## config.mk

```make
export PLATFORM = sky130hd
export DESIGN_NAME = idm_dest_match
export DESIGN_NICKNAME = d
export VERILOG_FILES = /design/src/idm_pkg.sv /design/src/idm_dest_match.sv
export SDC_FILE = /design/constraint.sdc
export NUM_CORES = 1
export LEC_CHECK = 0
export BUFFER_PORTS_ARGS = -buffer_cell sky130_fd_sc_hd__buf_2
export CORE_MARGIN = 5
export CORE_UTILIZATION = 40
export CTS_BUF_LIST = sky130_fd_sc_hd__clkbuf_8
export DETAILED_ROUTE_END_ITERATION = 10
export GPL_ROUTABILITY_DRIVEN = 0
export SLEW_MARGIN = 20
export SYNTH_ARGS = -nofsm -noshare
export SYNTH_HDL_FRONTEND = slang
export SYNTH_SLANG_ARGS = --single-unit
```

## constraint.sdc

```tcl
create_clock -name i_clk -period 2.73 [get_ports i_clk]
set_input_delay 0.4095 -clock i_clk [delete_from_list [all_inputs] [get_ports i_clk]]
set_output_delay 0.4095 -clock i_clk [all_outputs]
set_load 0.005 [all_outputs]
```

## src/idm_pkg.sv

```systemverilog
// Constants, field layout and message carrier for the destination match block.
// Assumes one 20 MHz clock domain; peers share a message bus on the same clock.
//
// Operation
// - Legacy level bit set: issue as edge
// - Level bit zero only for init-deassert
// - Physical new: 00-FE single, FF all
// - Physical legacy: 0-0E single, 0F all
// - Logical: compare address with logical, format
// - Logical register holds 8-bit logical id
// - Format register 4-bit model field
// - Model 1111 selects flat
// - Flat: accept when address AND id nonzero
// - Flat: all-ones address is broadcast
// - Model 0000 selects cluster
// - Cluster: upper nibble matches cluster id
// - Cluster: lower nibble selects members by bit
// - Clusters 0-14, four members each
// - Cluster: all-ones address selects everyone
// - Format register resets to flat
// - Shorthand ignores destination mode and field
// - Self shorthand: issuer sole destination
// - Low command word write sends message
package idm_pkg;
  // Register byte offsets
  localparam logic [4:0] OFS_ICR_LO = 5'h00;
  localparam logic [4:0] OFS_ICR_HI = 5'h04;
  localparam logic [4:0] OFS_LDR    = 5'h08;
  localparam logic [4:0] OFS_DFR    = 5'h0C;
  localparam logic [4:0] OFS_ID     = 5'h10;
  localparam logic [4:0] OFS_CFG    = 5'h14;
  localparam logic [4:0] OFS_STAT   = 5'h18;
  // Command word and register field positions
  localparam int ICR_DLV_LSB   = 8;
  localparam int ICR_DMODE_BIT = 11;
  localparam int ICR_LEVEL_BIT = 14;
  localparam int ICR_TRIG_BIT  = 15;
  localparam int ICR_SH_LSB    = 18;
  localparam int ICR_DEST_LSB  = 24;
  localparam int LDR_ID_LSB    = 24;
  localparam int DFR_MODEL_LSB = 28;
  localparam int STAT_ACC_LSB  = 8;
  localparam int STAT_DISC_LSB = 16;
  // Reset values and encodings
  localparam logic [3:0] MODEL_FLAT    = 4'hF;
  localparam logic [3:0] MODEL_CLUSTER = 4'h0;
  localparam logic [2:0] DLV_INIT      = 3'h5;
  localparam logic [7:0] BCAST_NEW     = 8'hFF;
  localparam logic [3:0] BCAST_OLD     = 4'hF;
  localparam logic [1:0] RESP_OK       = 2'h0;
  localparam logic [1:0] RESP_SLVERR   = 2'h2;
  // Destination shorthand codes
  typedef enum logic [1:0] {
    SH_NONE    = 2'b00,
    SH_SELF    = 2'b01,
    SH_ALL_INC = 2'b10,
    SH_ALL_EXC = 2'b11
  } idm_sh_t;
  // Message on the shared interrupt bus
  typedef struct packed {
    logic [7:0] src;
    logic [7:0] dest;
    idm_sh_t    sh;
    logic       dmode;
    logic       trig;
    logic       level;
    logic       deassert;
    logic [2:0] dlv;
    logic [7:0] vec;
  } idm_msg_t;
endpackage : idm_pkg

```

## src/idm_dest_match.sv

```systemverilog
// Inter-processor message builder and destination matcher for one controller.
// Registers: command word halves, logical id, format model, own id, a legacy
// bus select and a status word with counts and the illegal level flag.
// Assumes an Avalon-MM master on i_clk and a message bus driven on the same clock.
//
// Decided for this implementation: the register addresses and the Avalon-MM slave port.
`timescale 1ns/10ps
module idm_dest_match
  import idm_pkg::*;
(
  // Clock and reset
  input  wire logic        i_clk,
  input  wire logic        i_rst,
  // Avalon-MM slave
  input  wire logic [4:0]  i_avs_address,
  input  wire logic        i_avs_read,
  input  wire logic        i_avs_write,
  input  wire logic [31:0] i_avs_writedata,
  input  wire logic [3:0]  i_avs_byteenable,
  output logic      [31:0] o_avs_readdata,
  output logic      [1:0]  o_avs_response,
  output logic             o_avs_waitrequest,
  // Outgoing message
  output logic             o_tx_valid,
  output idm_msg_t         o_tx_msg,
  // Incoming message from the shared bus
  input  wire logic        i_rx_valid,
  input  wire idm_msg_t    i_rx_msg,
  // Match result
  output logic             o_acc_valid,
  output idm_msg_t         o_acc_msg,
  output logic             o_disc_valid
);

  // Byte-lane write mask
  // Partial writes merge by lane, so software can touch one field alone
  logic [31:0] wmask;
  genvar gb;
  generate
    for (gb = 0; gb < 4; gb++) begin : g_lane
      assign wmask[8*gb +: 8] = {8{i_avs_byteenable[gb]}};
    end
  endgenerate

  // Bus handshake state
  logic        wait_r,   wait_nxt;     // Waitrequest, high while idle
  logic [31:0] rdata_r,  rdata_nxt;    // Read data, loaded one cycle early
  logic [1:0]  resp_r,   resp_nxt;     // Response code
  // Register file
  logic [31:0] icr_lo_r, icr_lo_nxt;   // Low command word
  logic [7:0]  dest_r,   dest_nxt;     // High command word destination byte
  logic [7:0]  lid_r,    lid_nxt;      // Logical id field
  logic [3:0]  model_r,  model_nxt;    // Format model nibble
  logic [7:0]  pid_r,    pid_nxt;      // Own physical id
  logic        legacy_r, legacy_nxt;   // Older four-bit bus implementation
  logic        err_r,    err_nxt;      // Sticky illegal level bit
  logic [7:0]  nacc_r,   nacc_nxt;     // Accepted message count
  logic [7:0]  ndis_r,   ndis_nxt;     // Discarded message count
  // Message paths
  logic        tx_v_r,   tx_v_nxt;
  idm_msg_t    tx_m_r,   tx_m_nxt;
  logic        acc_v_r,  acc_v_nxt;
  idm_msg_t    acc_m_r,  acc_m_nxt;
  logic        dis_v_r,  dis_v_nxt;
  // Decoded helpers
  logic        req;                    // Request pending
  logic        take;                   // Edge where the request completes
  logic        wr_lo;                  // Accepted low command word write
  logic [31:0] merged;                 // Write data merged over old value
  logic        hit;                    // Incoming message matches
  logic [31:0] cur;                    // Current value at the address

  // Waitrequest idles high so every request sees one wait cycle;
  // the answer is registered in it and the bus outputs stay flop-driven
  assign req   = i_avs_read | i_avs_write;
  assign take  = req & ~wait_r;
  assign wr_lo = take & i_avs_write & (i_avs_address == OFS_ICR_LO);

  // Current value and mapped check for the addressed register
  // Unmapped places read zero and answer with an error response
  always_comb begin
    cur = 32'h0000_0000;
    unique case (i_avs_address)
      OFS_ICR_LO: cur = icr_lo_r;
      OFS_ICR_HI: cur = {dest_r, 24'h00_0000};
      OFS_LDR:    cur = {lid_r, 24'h00_0000};
      OFS_DFR:    cur = {model_r, 28'h000_0000};
      OFS_ID:     cur = {24'h00_0000, pid_r};
      OFS_CFG:    cur = {31'h0, legacy_r};
      OFS_STAT:   cur = {8'h00, ndis_r, nacc_r, 7'h00, err_r};
      default:    cur = 32'h0000_0000;
    endcase
    merged = (cur & ~wmask) | (i_avs_writedata & wmask);
  end

  // Destination compare for an incoming message
  // Hit is worked out every cycle but only used with the valid strobe
  always_comb begin
    hit = 1'b0;
    unique case (i_rx_msg.sh)
      // Shorthands ignore mode and destination field
      SH_SELF:    hit = (i_rx_msg.src == pid_r);
      SH_ALL_INC: hit = 1'b1;
      SH_ALL_EXC: hit = (i_rx_msg.src != pid_r);
      SH_NONE: begin
        if (!i_rx_msg.dmode) begin
          // Physical: legacy compares four bits only
          if (legacy_r) begin
            hit = (i_rx_msg.dest[3:0] == BCAST_OLD) ||
                  (i_rx_msg.dest[3:0] == pid_r[3:0]);
          end else begin
            hit = (i_rx_msg.dest == BCAST_NEW) ||
                  (i_rx_msg.dest == pid_r);
          end
        end else if (model_r == MODEL_FLAT) begin
          // Flat: one bit per controller; all ones reaches even a zero id
          hit = (i_rx_msg.dest == BCAST_NEW) ||
                |(i_rx_msg.dest & lid_r);
        end else if (model_r == MODEL_CLUSTER) begin
          // Cluster 0-14 by nibble, members by bit; all ones hits all
          hit = (i_rx_msg.dest == BCAST_NEW) ||
                ((i_rx_msg.dest[7:4] == lid_r[7:4]) &&
                 |(i_rx_msg.dest[3:0] & lid_r[3:0]));
        end else begin
          // Unprogrammed model value never matches
          hit = 1'b0;
        end
      end
    endcase
  end

  // Next values for bus, registers and message paths
  always_comb begin
    wait_nxt   = ~(req & wait_r);
    rdata_nxt  = rdata_r;
    resp_nxt   = resp_r;
    icr_lo_nxt = icr_lo_r;
    dest_nxt   = dest_r;
    lid_nxt    = lid_r;
    model_nxt  = model_r;
    pid_nxt    = pid_r;
    legacy_nxt = legacy_r;
    err_nxt    = err_r;
    nacc_nxt   = nacc_r;
    ndis_nxt   = ndis_r;
    tx_v_nxt   = 1'b0;
    tx_m_nxt   = tx_m_r;
    acc_v_nxt  = 1'b0;
    acc_m_nxt  = acc_m_r;
    dis_v_nxt  = 1'b0;
    // Answer is prepared in the first request cycle
    // Reading the status word never clears it; writing a one to bit 0 clears the level flag only
    if (req && wait_r) begin
      rdata_nxt = i_avs_read ? cur : 32'h0000_0000;
      unique case (i_avs_address)
        OFS_ICR_LO, OFS_ICR_HI, OFS_LDR, OFS_DFR,
        OFS_ID, OFS_CFG, OFS_STAT: resp_nxt = RESP_OK;
        default:                   resp_nxt = RESP_SLVERR;
      endcase
    end
    // Writes land at the completing edge only
    if (take && i_avs_write) begin
      unique case (i_avs_address)
        OFS_ICR_LO: icr_lo_nxt = merged;
        OFS_ICR_HI: dest_nxt   = merged[ICR_DEST_LSB +: 8];
        OFS_LDR:    lid_nxt    = merged[LDR_ID_LSB +: 8];
        OFS_DFR:    model_nxt  = merged[DFR_MODEL_LSB +: 4];
        OFS_ID:     pid_nxt    = merged[7:0];
        OFS_CFG:    legacy_nxt = merged[0];
        OFS_STAT:   err_nxt    = err_r & ~(i_avs_writedata[0] & i_avs_byteenable[0]);
        default:    err_nxt    = err_r;
      endcase
    end
    // Build and send on a low command word write
    // Destination comes from the high word, so software writes that first
    if (wr_lo) begin
      tx_m_nxt.src   = pid_r;
      tx_m_nxt.vec   = merged[7:0];
      tx_m_nxt.dlv   = merged[ICR_DLV_LSB +: 3];
      tx_m_nxt.dmode = merged[ICR_DMODE_BIT];
      tx_m_nxt.level = merged[ICR_LEVEL_BIT];
      tx_m_nxt.sh    = idm_sh_t'(merged[ICR_SH_LSB +: 2]);
      // Level bit set forces edge delivery
      tx_m_nxt.trig  = merged[ICR_TRIG_BIT] & ~merged[ICR_LEVEL_BIT];
      tx_m_nxt.deassert = ~merged[ICR_LEVEL_BIT];
      // Shorthands carry a broadcast field, all-excluding goes physical
      if (tx_m_nxt.sh == SH_NONE) begin
        tx_m_nxt.dest = dest_r;
      end else if (legacy_r) begin
        tx_m_nxt.dest = {4'h0, BCAST_OLD};
      end else begin
        tx_m_nxt.dest = BCAST_NEW;
      end
      if (tx_m_nxt.sh == SH_ALL_EXC) begin
        tx_m_nxt.dmode = 1'b0;
      end
      // Level bit zero is legal only as init deassert
      if (!merged[ICR_LEVEL_BIT] && merged[ICR_DLV_LSB +: 3] != DLV_INIT) begin
        err_nxt = 1'b1;
      end else begin
        tx_v_nxt = 1'b1;
      end
    end
    // Incoming message: accept or drop, drop touches nothing else
    // Counters wrap at 8 bits; they show activity and steer nothing
    if (i_rx_valid) begin
      if (hit) begin
        acc_v_nxt = 1'b1;
        acc_m_nxt = i_rx_msg;
        nacc_nxt  = nacc_r + 8'h01;
      end else begin
        dis_v_nxt = 1'b1;
        ndis_nxt  = ndis_r + 8'h01;
      end
    end
  end

  // Register every group; format model resets to flat
  // Synchronous reset only, and every reset value is a constant
  always_ff @(posedge i_clk) begin
    if (i_rst) begin
      wait_r   <= 1'b1;
      rdata_r  <= 32'h0000_0000;
      resp_r   <= RESP_OK;
      icr_lo_r <= 32'h0000_0000;
      dest_r   <= 8'h00;
      lid_r    <= 8'h00;
      model_r  <= MODEL_FLAT;
      pid_r    <= 8'h00;
      legacy_r <= 1'b0;
      err_r    <= 1'b0;
      nacc_r   <= 8'h00;
      ndis_r   <= 8'h00;
      tx_v_r   <= 1'b0;
      tx_m_r   <= '0;
      acc_v_r  <= 1'b0;
      acc_m_r  <= '0;
      dis_v_r  <= 1'b0;
    end else begin
      wait_r   <= wait_nxt;
      rdata_r  <= rdata_nxt;
      resp_r   <= resp_nxt;
      icr_lo_r <= icr_lo_nxt;
      dest_r   <= dest_nxt;
      lid_r    <= lid_nxt;
      model_r  <= model_nxt;
      pid_r    <= pid_nxt;
      legacy_r <= legacy_nxt;
      err_r    <= err_nxt;
      nacc_r   <= nacc_nxt;
      ndis_r   <= ndis_nxt;
      tx_v_r   <= tx_v_nxt;
      tx_m_r   <= tx_m_nxt;
      acc_v_r  <= acc_v_nxt;
      acc_m_r  <= acc_m_nxt;
      dis_v_r  <= dis_v_nxt;
    end
  end

  // Outputs straight from flip-flops
  assign o_avs_waitrequest = wait_r;
  assign o_avs_readdata    = rdata_r;
  assign o_avs_response    = resp_r;
  assign o_tx_valid        = tx_v_r;
  assign o_tx_msg          = tx_m_r;
  assign o_acc_valid       = acc_v_r;
  assign o_acc_msg         = acc_m_r;
  assign o_disc_valid      = dis_v_r;

  // Checks on the delivered behaviour
  chk_flat_and_hit: assert property (@(posedge i_clk) disable iff (i_rst)
    i_rx_valid && i_rx_msg.sh == SH_NONE && i_rx_msg.dmode &&
    model_r == MODEL_FLAT && |(i_rx_msg.dest & lid_r) |=> o_acc_valid)
    else $error("flat match not accepted");
  chk_cluster_bcast: assert property (@(posedge i_clk) disable iff (i_rst)
    i_rx_valid && i_rx_msg.sh == SH_NONE && i_rx_msg.dmode &&
    model_r == MODEL_CLUSTER && i_rx_msg.dest == BCAST_NEW |=> o_acc_valid)
    else $error("cluster broadcast not accepted");
  chk_phys_new_id: assert property (@(posedge i_clk) disable iff (i_rst)
    i_rx_valid && i_rx_msg.sh == SH_NONE && !i_rx_msg.dmode && !legacy_r &&
    i_rx_msg.dest != pid_r && i_rx_msg.dest != BCAST_NEW |=> o_disc_valid)
    else $error("physical mismatch accepted");
  chk_phys_old_bcast: assert property (@(posedge i_clk) disable iff (i_rst)
    i_rx_valid && i_rx_msg.sh == SH_NONE && !i_rx_msg.dmode && legacy_r &&
    i_rx_msg.dest[3:0] == BCAST_OLD |=> o_acc_valid)
    else $error("legacy broadcast not accepted");
  chk_drop_no_state: assert property (@(posedge i_clk) disable iff (i_rst)
    o_disc_valid |-> !o_acc_valid && $stable(o_acc_msg) && nacc_r == $past(nacc_r))
    else $error("discard changed accept state");
  chk_format_reset: assert property (@(posedge i_clk)
    $past(i_rst) |-> model_r == MODEL_FLAT)
    else $error("format not flat after reset");
  chk_level_edge: assert property (@(posedge i_clk) disable iff (i_rst)
    o_tx_valid && o_tx_msg.level |-> !o_tx_msg.trig)
    else $error("level message not sent as edge");
  chk_level_zero: assert property (@(posedge i_clk) disable iff (i_rst)
    o_tx_valid && !o_tx_msg.level |-> o_tx_msg.dlv == DLV_INIT && o_tx_msg.deassert)
    else $error("level zero on non-init message");
  chk_send_on_low: assert property (@(posedge i_clk) disable iff (i_rst)
    o_tx_valid |-> $past(wr_lo))
    else $error("message sent without low word write");
  chk_self_only: assert property (@(posedge i_clk) disable iff (i_rst)
    o_acc_valid && o_acc_msg.sh == SH_SELF |-> o_acc_msg.src == pid_r)
    else $error("self message accepted by other");

  // Receive side: every incoming message gets exactly one verdict
  chk_one_outcome: assert property (@(posedge i_clk) disable iff (i_rst)
    i_rx_valid |=> o_acc_valid != o_disc_valid)
    else $error("message without single verdict");
  chk_idle_quiet: assert property (@(posedge i_clk) disable iff (i_rst)
    !i_rx_valid |=> !o_acc_valid && !o_disc_valid)
    else $error("verdict without message");
  // Physical compares, both bus generations
  chk_phys_new_hit: assert property (@(posedge i_clk) disable iff (i_rst)
    i_rx_valid && i_rx_msg.sh == SH_NONE && !i_rx_msg.dmode && !legacy_r &&
    (i_rx_msg.dest == pid_r || i_rx_msg.dest == BCAST_NEW) |=> o_acc_valid)
    else $error("physical match not accepted");
  chk_phys_old_id: assert property (@(posedge i_clk) disable iff (i_rst)
    i_rx_valid && i_rx_msg.sh == SH_NONE && !i_rx_msg.dmode && legacy_r &&
    i_rx_msg.dest[3:0] == pid_r[3:0] |=> o_acc_valid)
    else $error("legacy physical match not accepted");
  chk_phys_old_miss: assert property (@(posedge i_clk) disable iff (i_rst)
    i_rx_valid && i_rx_msg.sh == SH_NONE && !i_rx_msg.dmode && legacy_r &&
    i_rx_msg.dest[3:0] != pid_r[3:0] && i_rx_msg.dest[3:0] != BCAST_OLD |=> o_disc_valid)
    else $error("legacy physical mismatch accepted");
  // Logical compares, flat, cluster and unknown models
  chk_flat_bcast: assert property (@(posedge i_clk) disable iff (i_rst)
    i_rx_valid && i_rx_msg.sh == SH_NONE && i_rx_msg.dmode &&
    model_r == MODEL_FLAT && i_rx_msg.dest == BCAST_NEW |=> o_acc_valid)
    else $error("flat broadcast not accepted");
  chk_flat_miss: assert property (@(posedge i_clk) disable iff (i_rst)
    i_rx_valid && i_rx_msg.sh == SH_NONE && i_rx_msg.dmode && model_r == MODEL_FLAT &&
    i_rx_msg.dest != BCAST_NEW && (i_rx_msg.dest & lid_r) == 8'h00 |=> o_disc_valid)
    else $error("flat mismatch accepted");
  chk_cluster_member: assert property (@(posedge i_clk) disable iff (i_rst)
    i_rx_valid && i_rx_msg.sh == SH_NONE && i_rx_msg.dmode && model_r == MODEL_CLUSTER &&
    i_rx_msg.dest[7:4] == lid_r[7:4] && |(i_rx_msg.dest[3:0] & lid_r[3:0]) |=> o_acc_valid)
    else $error("cluster member not accepted");
  chk_cluster_other: assert property (@(posedge i_clk) disable iff (i_rst)
    i_rx_valid && i_rx_msg.sh == SH_NONE && i_rx_msg.dmode && model_r == MODEL_CLUSTER &&
    i_rx_msg.dest != BCAST_NEW && i_rx_msg.dest[7:4] != lid_r[7:4] |=> o_disc_valid)
    else $error("other cluster accepted");
  chk_cluster_nomember: assert property (@(posedge i_clk) disable iff (i_rst)
    i_rx_valid && i_rx_msg.sh == SH_NONE && i_rx_msg.dmode && model_r == MODEL_CLUSTER &&
    i_rx_msg.dest != BCAST_NEW && (i_rx_msg.dest[3:0] & lid_r[3:0]) == 4'h0 |=> o_disc_valid)
    else $error("unselected member accepted");
  chk_model_other: assert property (@(posedge i_clk) disable iff (i_rst)
    i_rx_valid && i_rx_msg.sh == SH_NONE && i_rx_msg.dmode &&
    model_r != MODEL_FLAT && model_r != MODEL_CLUSTER |=> o_disc_valid)
    else $error("unknown model accepted");
  // Shorthands decide on the source alone
  chk_short_all_inc: assert property (@(posedge i_clk) disable iff (i_rst)
    i_rx_valid && i_rx_msg.sh == SH_ALL_INC |=> o_acc_valid)
    else $error("all-including message dropped");
  chk_short_exc_self: assert property (@(posedge i_clk) disable iff (i_rst)
    i_rx_valid && i_rx_msg.sh == SH_ALL_EXC && i_rx_msg.src == pid_r |=> o_disc_valid)
    else $error("all-excluding message taken by issuer");
  chk_self_other: assert property (@(posedge i_clk) disable iff (i_rst)
    i_rx_valid && i_rx_msg.sh == SH_SELF && i_rx_msg.src != pid_r |=> o_disc_valid)
    else $error("self message taken by other");
  // Send side: message fields and the illegal level flag
  chk_short_dest: assert property (@(posedge i_clk) disable iff (i_rst)
    o_tx_valid && o_tx_msg.sh != SH_NONE |->
    o_tx_msg.dest == (legacy_r ? {4'h0, BCAST_OLD} : BCAST_NEW))
    else $error("shorthand send without broadcast field");
  chk_exc_physical: assert property (@(posedge i_clk) disable iff (i_rst)
    o_tx_valid && o_tx_msg.sh == SH_ALL_EXC |-> !o_tx_msg.dmode)
    else $error("all-excluding send not physical");
  chk_err_set: assert property (@(posedge i_clk) disable iff (i_rst)
    wr_lo && !merged[ICR_LEVEL_BIT] && merged[ICR_DLV_LSB +: 3] != DLV_INIT |=>
    err_r && !o_tx_valid)
    else $error("illegal level send not refused");
  chk_err_sticky: assert property (@(posedge i_clk) disable iff (i_rst)
    err_r && !(take && i_avs_write && i_avs_address == OFS_STAT) |=> err_r)
    else $error("illegal level flag lost");

endmodule : idm_dest_match

```

==> results of run 1 <==
state kept, by name (all words and copies together) (netlist names), 4 cells and up:
signal	flops
pid_r	8
o_acc_msg	33
dest_r	8
icr_lo_r	32
nacc_r	8
ndis_r	8
o_avs_readdata	32
lid_r	8
model_r	4
o_tx_msg	19
area by class of cell:
class,count,area share
well taps,229,0.0317
multi-input cells,587,0.410
inverters,4,0.00166
repair buffers,218,0.142
clock buffers,18,0.0274
clock inverters,14,0.0177
flip-flops and latches,167,0.369
layer usage:
layer  GRT usage  vias up
met5           0        -
met4      0.0513        0
met3      0.0470       18
met2       0.307      155
met1       0.255     3134
li1            -     3265
kinds of logic after synthesis:
logic type | after synthesis | synth area share
and+or+nand+nor | 302 | 0.184
AOI/OAI and AO/OA | 174 | 0.163
DFF | 167 | 0.452
muxes | 86 | 0.119
buffers and inverters | 77 | 0.0497
xor gates and xnor gates | 18 | 0.0213
adders and majority gates | 6 | 0.0101
other | 1 | 0.000507
through the flow:
| step | worst slack, ns | hold slack, ns | power [mW] | utilization |
|---|---|---|---|---|
| detailed placement | -0.00240 | 0.448 | 2.99 | 0.478 |
| global placement | 0.0211 | 0.440 | 2.98 | 0.478 |
| finish | 0.190 | 0.164 | 4.77 | 0.500 |
| floorplan | 0.301 | 0.432 | 2.78 | - |
| global route | 0.0428 | 0.142 | 4.97 | 0.500 |
| CTS | 0.184 | 0.137 | 4.82 | 0.500 |
power by group:
group | internal [mW] | switching (mW)
registers | 2.47 | 0.0226
clock network | 0.920 | 0.924
logic | 0.183 | 0.249
tightest hold or removal path: cells and delay by family:
kind          cells  cell delay, ns
simple gates      1            0.07
mux               1            0.05
buf+inv           1            0.07
Yosys cell counts, drive strengths merged, types with 3 or more instances:
| master | number | share of area |
|---|---|---|
| xnor2 | 8 | 0.0095 |
| a22o | 23 | 0.027 |
| or4 | 7 | 0.0071 |
| o21ai | 14 | 0.0095 |
| nor2 | 122 | 0.062 |
| o22ai | 5 | 0.0051 |
| or3 | 7 | 0.0059 |
| nor3 | 17 | 0.012 |
| nand3 | 13 | 0.0088 |
| xor2 | 10 | 0.012 |
| nand4 | 7 | 0.0059 |
| nor3b | 4 | 0.0041 |
| or2 | 4 | 0.0034 |
| nand2b | 12 | 0.010 |
| mux2i | 68 | 0.092 |
| dfxtp | 167 | 0.45 |
| o31ai | 4 | 0.0041 |
| a21oi | 51 | 0.035 |
| o211ai | 9 | 0.0091 |
| clkbuf | 44 | 0.022 |
| ha | 6 | 0.010 |
| o21a | 13 | 0.013 |
| buf | 29 | 0.025 |
| nand2 | 87 | 0.044 |
| inv | 4 | 0.0020 |
| and2 | 4 | 0.0034 |
| mux2 | 18 | 0.027 |
| a221oi | 3 | 0.0044 |
| nor2b | 4 | 0.0034 |
| nor4 | 7 | 0.0068 |
| a22oi | 39 | 0.040 |
layout by cell type, fill, tap and decap left out, drive strengths merged, types with 3 or more instances in the layout:
cell      count
xor2         10
clkinv        4
nor3b         4
a22oi        39
dfxtp       167
or3           7
or4           7
mux2         18
nand2b       12
clkbuf       18
o211ai        9
nand3        13
nand2        87
a21oi        51
o22ai         5
o21ai        14
bufinv        3
clkinvlp      3
a22o         23
nor2b         4
ha            6
buf         218
o21a         13
or2           4
nand4         7
and2          4
mux2i        68
xnor2         8
nor2        122
nor3         17
a221oi        3
nor4          7
o31ai         4
inv           8
worst min path at each step:
stage,startpoint,end,depth (start not counted),slack [ns]
final,i_rx_msg[3],o_acc_msg[3]$_SDFFE_PP0P_,3,0.16
after global routing,i_rx_msg[2],o_acc_msg[2]$_SDFFE_PP0P_,3,0.14
after CTS,i_rx_msg[3],o_acc_msg[3]$_SDFFE_PP0P_,3,0.14
after detailed placement,icr_lo_r[29]$_SDFFE_PP0P_,icr_lo_r[29]$_SDFFE_PP0P_,2,0.45
after global placement,icr_lo_r[13]$_SDFFE_PP0P_,icr_lo_r[13]$_SDFFE_PP0P_,2,0.44
after floorplan,icr_lo_r[12]$_SDFFE_PP0P_,icr_lo_r[12]$_SDFFE_PP0P_,2,0.43
==> run summary, run 1 <==
The run finished with clean final reports. For flop-to-flop paths, the worst setup slack is 0.19 ns. Counting every net in the synthesized netlist gives 916. The die is 146 µm wide.

The number of gates resized after cts came out at 0. In this design, the stage delay of the slowest critical-path cell is 0.52 ns. Max-cap violations in this run came to 0.

The endpoint required time on the critical path is 3.12 ns. The most used flip-flop cell after synthesis is sky130_fd_sc_hd__dfxtp_1. The total length of routed wires came out at 20600 µm. In this run the critical register-to-register path is captured at nacc_r[7]$_SDFFE_PP0P_. The gate count of the mapped netlist is 831. With fillers left out, the area of the finished cells amounts to 0.00905 mm². The worst setup path is launched from a flop.

The maximum clock insertion buffer count came out at 2. The area of the mapped netlist came out at 0.00740 mm². The number of setup buffers added after CTS came out at 0. The number of standard cells in the final layout excluding fillers came out at 1237.

The height of the chip came out at 146 µm. The number of cells on the critical path is 8. The largest voltage drop on the vdd net came out at 0.283 mV.

Dividing total power by cell area gives a power density of 527 mW/mm². The layout has 1750 filler cells. The cell count after placement came out at 1205. The total setup violations reported at the end of the flow came out at 0. The antenna diode count came out at 0. TritonCTS built the clock tree.

STA puts the critical path data arrival time at 2.93 ns. The first-pass iteration count of the detailed router is 5. The number of violations reported at the end of detailed-routing iteration 0 is 376.

The number of antenna-violating nets in the routed design came out at 0. The average wire per standard cell came out at 16.7 µm. In this run the critical register-to-register path is launched from lid_r[5]$_SDFFE_PP0P_.

Relative to the synthesized area, the layout overhead comes to 22.3%. The HPWL after detailed placement came out at 14700 µm. The number of placement rows is 49. The number of clock sinks came out at 167. Based on the critical path, the design can be clocked at up to 0.394 GHz. Setup repair after global routing left no endpoint under its margin. The first global-routing pass estimated 33200 µm of wire. The slew at the pin closest to its max-slew limit came out at 0.586 ns. The detailed-route wire length on metal 1 came out at 9940 µm. The count of flip-flops with a built-in enable after synthesis is 0. The Yosys step of the flow raised 0 warnings.

Clock latency on the worst-skew pair, taken at its later pin, is 0.47 ns. The leakage power figure is 3.97 nW. The sum of met3 wire segment lengths after detailed routing came out at 992 µm. The number of antenna violations at the first check in global routing is 0. The max-slew violation total from the final report is 0. The multi-input combinational cells in the finished layout cover a total of 0.00371 mm². The register area came out at 0.00334 mm². The min-delay analysis places its worst path in the category in -> reg.

The number of failing hold endpoints at the final stage is 0. The distinct cell type count after synthesis is 56. The pin count of the biggest net entering global routing came out at 68.

The root buffer cell chosen for the clock tree is sky130_fd_sc_hd__clkbuf_8. The final cycle utilization of the critical path came out at 0.930. The overall via count from detail_route is 6572. The wire length on met2 is 9460 µm. The total negative slack for setup checks is 0 ns. The detailed router used layers up to and including met4. The number of remaining DRC errors came out at 0. The clock skew came out at 0.0136 ns. For this run, the register share of the synthesized area comes to 0.452. The number of global-route vias before repair is 6261. The critical path ends at nacc_r[7]$_SDFFE_PP0P_.

The worst pin sits at a relative slew slack of 0.608. The number of levels in the clock H-tree is 4. The cell that appears most often on the critical path is sky130_fd_sc_hd__or4_1. Measured in cells, the most critical reg-to-reg path has a length of 8. The die covers 0.0213 mm². Dividing the detail-routed via count by the number of cells gives 5.31. In the final layout, the share of cells above drive strength 1 is 0.278. The number of buffers added by the clock tree synthesis step came out at 17.

For this configuration, the core starts out at a cell density of 0.409. On the critical path, the stage with the largest delay is an instance of sky130_fd_sc_hd__or4_1. Of all flip-flops after synthesis, the portion carrying an async set or reset was 0. Of all nets on the critical path, the largest fanout is 8. Summing all placed instances gives a cell area of 0.00864 mm².

Together, buffers and inverters on the worst path number 1. In the final design database the tool counted 1080 nets. The synthesized area divided by synthesized cell count is 8.90 µm². The critical path class is reg -> reg.

The shortest period the worst path allows came out at 2.54 ns. The worst setup path is captured at a flop. 183 I/O pins were placed. The register bit total from synthesis came out at 167. Among cell families on the critical path, the largest total delay comes from simple AND/OR/NAND/NOR gates. In this run the worst setup path begins at lid_r[5]$_SDFFE_PP0P_. Port buffering added 181 buffers. The critical path goes through ha_1 > or4_1 > a22oi_1 > o311a_1 > a221oi_4 > buf_12 > or4_1 > a21oi_1.

Clock-pin slew was measured on the worst setup and hold paths at 0.09 ns. After global routing the overflow that remains totals 0. The count of hold-fix buffers inserted at cts is 0. The combined global-route utilization of all metal layers is 0.190. The core footprint is 0.0181 mm².
Note: power is estimated with default switching activity, not from simulation.
==> run 2: changes to the inputs <==
--- a/config.mk
+++ b/config.mk
@@ -6,7 +6,7 @@
 export NUM_CORES = 1
 export LEC_CHECK = 0
 export BUFFER_PORTS_ARGS = -buffer_cell sky130_fd_sc_hd__buf_2
-export CORE_MARGIN = 5
+export CORE_MARGIN = 3
 export CORE_UTILIZATION = 40
 export CTS_BUF_LIST = sky130_fd_sc_hd__clkbuf_8
 export DETAILED_ROUTE_END_ITERATION = 10
==> run summary, run 2 (synthesis gave the netlist of run 1 again) <==
The starting utilization of the core area came to 0.409 (unchanged). The overall power of the completed layout is 4.66 mW (was 4.77 mW). The CTS root buffer was sky130_fd_sc_hd__clkbuf_8 (unchanged). The clock tree from TritonCTS was yes (unchanged).

The clock transition time at the flip-flop clock pins of the worst setup and hold paths came out at 0.09 ns (about the same). The number of levels in the clock H-tree was 4 (unchanged). The total length of routed wires is 20000 µm (was 20600 µm). The cell count after placement came out at 1200 (was 1205). The slew at the pin closest to its max-slew limit is 0.634 ns (was 0.586 ns). The overall via count from detail_route is 6443 (was 6572). The area used by multi-input combinational logic came out at 0.00372 mm² (was 0.00371 mm²). The number of ports placed on the die boundary is 183 (unchanged).

Leading cell types in the layout, fill and taps excluded: sky130_fd_sc_hd__buf_2, sky130_fd_sc_hd__dfxtp_1, sky130_fd_sc_hd__nor2_1 (unchanged). The layout filler cell count is 1774 (was 1750). The startpoint type of the worst setup path is a flop (unchanged).

The power density over cell area was 520 mW/mm² (was 527 mW/mm²). The maximum fanout along the worst path came out at 13 (was 8). The first-pass iteration count of the detailed router is 5 (unchanged). The endpoint required time on the critical path came out at 3.11 ns (was 3.12 ns). The post-synthesis to final-layout area growth is 21.2% (was 22.3%).

The number of setup buffers added after CTS is 0 (unchanged). The ratio of cells with drive above 1 in the final layout is 0.278 (about the same). The combined global-route utilization of all metal layers came out at 0.197 (was 0.190). The global-route wire length before repair came to 31900 µm (was 33200 µm).

The worst-case headroom to the max-slew limit is 0.577 (was 0.608). The kind of end point of the critical path is a flop (unchanged). The number of gates resized after cts came out at 0 (unchanged).

The post-route worst hold slack came out at 0.176 ns (was 0.164 ns). The number of standard cells in the final layout excluding fillers is 1232 (was 1237). The height of the chip came out at 142 µm (was 146 µm).

The average wire per standard cell is 16.2 µm (was 16.7 µm). Run status: complete, no violations (unchanged). The count of hold-fix buffers inserted at cts came to 0 (unchanged). The maximum clock insertion buffer count is 2 (unchanged).

The x dimension of the die came to 142 µm (was 146 µm). The average vias per placed instance came out at 5.23 (was 5.31). The final cycle utilization of the critical path is 0.943 (was 0.930). The number of antenna-violating nets in the routed design is 0 (unchanged).

The number of buffers added on ports is 181 (unchanged). The area enclosed by the die boundary is 0.0202 mm² (was 0.0213 mm²). The clock skew came out at 0.0103 ns (was 0.0136 ns). The remaining global-route overflow is 0 (unchanged).

The number of failing hold endpoints at the final stage came out at 0 (unchanged). The final design utilization is 0.496 (was 0.500). The shortest period the worst path allows is 2.58 ns (was 2.54 ns). The max-slew violation total from the final report is 0 (unchanged). Setup repair after global routing missed its margin: false (unchanged). The number of flip-flops under the largest register name came out at 33 (unchanged). The critical path class is reg -> reg (unchanged). The cell area after layout came to 0.00897 mm² (was 0.00905 mm²). The number of buffers added by the clock tree synthesis step came out at 17 (unchanged). The worst hold-check path type is in -> reg (unchanged).

The final net count came out at 1075 (was 1080). The max-capacitance violation count is 0 (unchanged). The cell area after placement came to 0.00858 mm² (was 0.00864 mm²). The antenna diode count came out at 0 (unchanged).

The highest clock frequency the design can meet came to 0.388 GHz (was 0.394 GHz). The number of global-route vias before repair is 6001 (was 6261). The core footprint came out at 0.0181 mm² (unchanged). The leakage power figure came out at 3.91 nW (was 3.97 nW). The HPWL after detailed placement is 14300 µm (was 14700 µm).

The number of clock sinks came out at 167 (unchanged). The pin count of the biggest net entering global routing was 60 (was 68). The clock latency at the later pin of the worst-skew pair came out at 0.46 ns (was 0.47 ns). The arrival time of data at the critical path endpoint is 2.96 ns (was 2.93 ns). The commonest non-fill, non-tap cell in the layout is sky130_fd_sc_hd__buf_2 (unchanged). The number of placement rows is 49 (unchanged). The number of remaining DRC errors came out at 0 (unchanged). The total setup violations reported at the end of the flow came out at 0 (unchanged). The number of violations reported at the end of detailed-routing iteration 0 is 350 (was 376). The register area came to 0.00334 mm² (unchanged). The largest voltage drop on the vdd net came out at 0.286 mV (was 0.283 mV). The number of antenna violations at the first check in global routing came out at 0 (unchanged).
[run 2: cell types whose count changed in the layout (fill, tap and decap cells not counted), sizes merged]
cell / change
buf: -5
bufinv: -2
clkbuf: +1
clkinv: +1
clkinvlp: +1
inv: -1
[run 2: metrics by stage]
step	setup TNS [ns]	setup WS, ns
floorplan	0	0.301
global placement	-0.0231	-0.0156
detailed placement	-0.0892	-0.0504
CTS	0	0.124
global route	0	0.0551
finish	0	0.154
[run 2: final timing paths]
kind	startpoint	to	slack, ns	cells past startpoint
max	lid_r[5]$_SDFFE_PP0P_	nacc_r[7]$_SDFFE_PP0P_	0.15	8
min	i_rx_msg[4]	o_acc_msg[4]$_SDFFE_PP0P_	0.18	3
max reg2reg	lid_r[5]$_SDFFE_PP0P_	nacc_r[7]$_SDFFE_PP0P_	0.15	8
min reg2reg	icr_lo_r[22]$_SDFFE_PP0P_	icr_lo_r[22]$_SDFFE_PP0P_	0.45	2
[run 2: final cells by class]
type / instances / area share
well taps: 229 / 0.0319
flip-flops and latches: 167 / 0.373
multi-input cells: 587 / 0.414
inverters: 4 / 0.00167
clock inverters: 13 / 0.0137
clock buffers: 19 / 0.0292
repair buffers: 213 / 0.136
[run 2: layer usage]
metal / global-route usage / share of wire
met1: 0.279 / 0.48
met2: 0.303 / 0.45
met3: 0.0420 / 0.049
met4: 0.0571 / 0.013
met5: 0 / 0
[run 2: worst max-delay path: stages, from the launching register on]
cell and delay (ns):
sky130_fd_sc_hd__dfxtp_1 0.39, sky130_fd_sc_hd__ha_1 0.24, sky130_fd_sc_hd__or4_1 0.55, sky130_fd_sc_hd__a22oi_2 0.17, sky130_fd_sc_hd__o311a_1 0.24, sky130_fd_sc_hd__a221oi_4 0.09
sky130_fd_sc_hd__buf_12 0.17, sky130_fd_sc_hd__or4_1 0.49, sky130_fd_sc_hd__a21oi_1 0.15
[run 2: power breakdown]
group	leakage, nW	internal [mW]	switching (mW)	total [mW]
Clock	0.185	0.778	0.963	1.74
Sequential	1.35	2.47	0.0233	2.49
Combinational	2.37	0.182	0.246	0.428
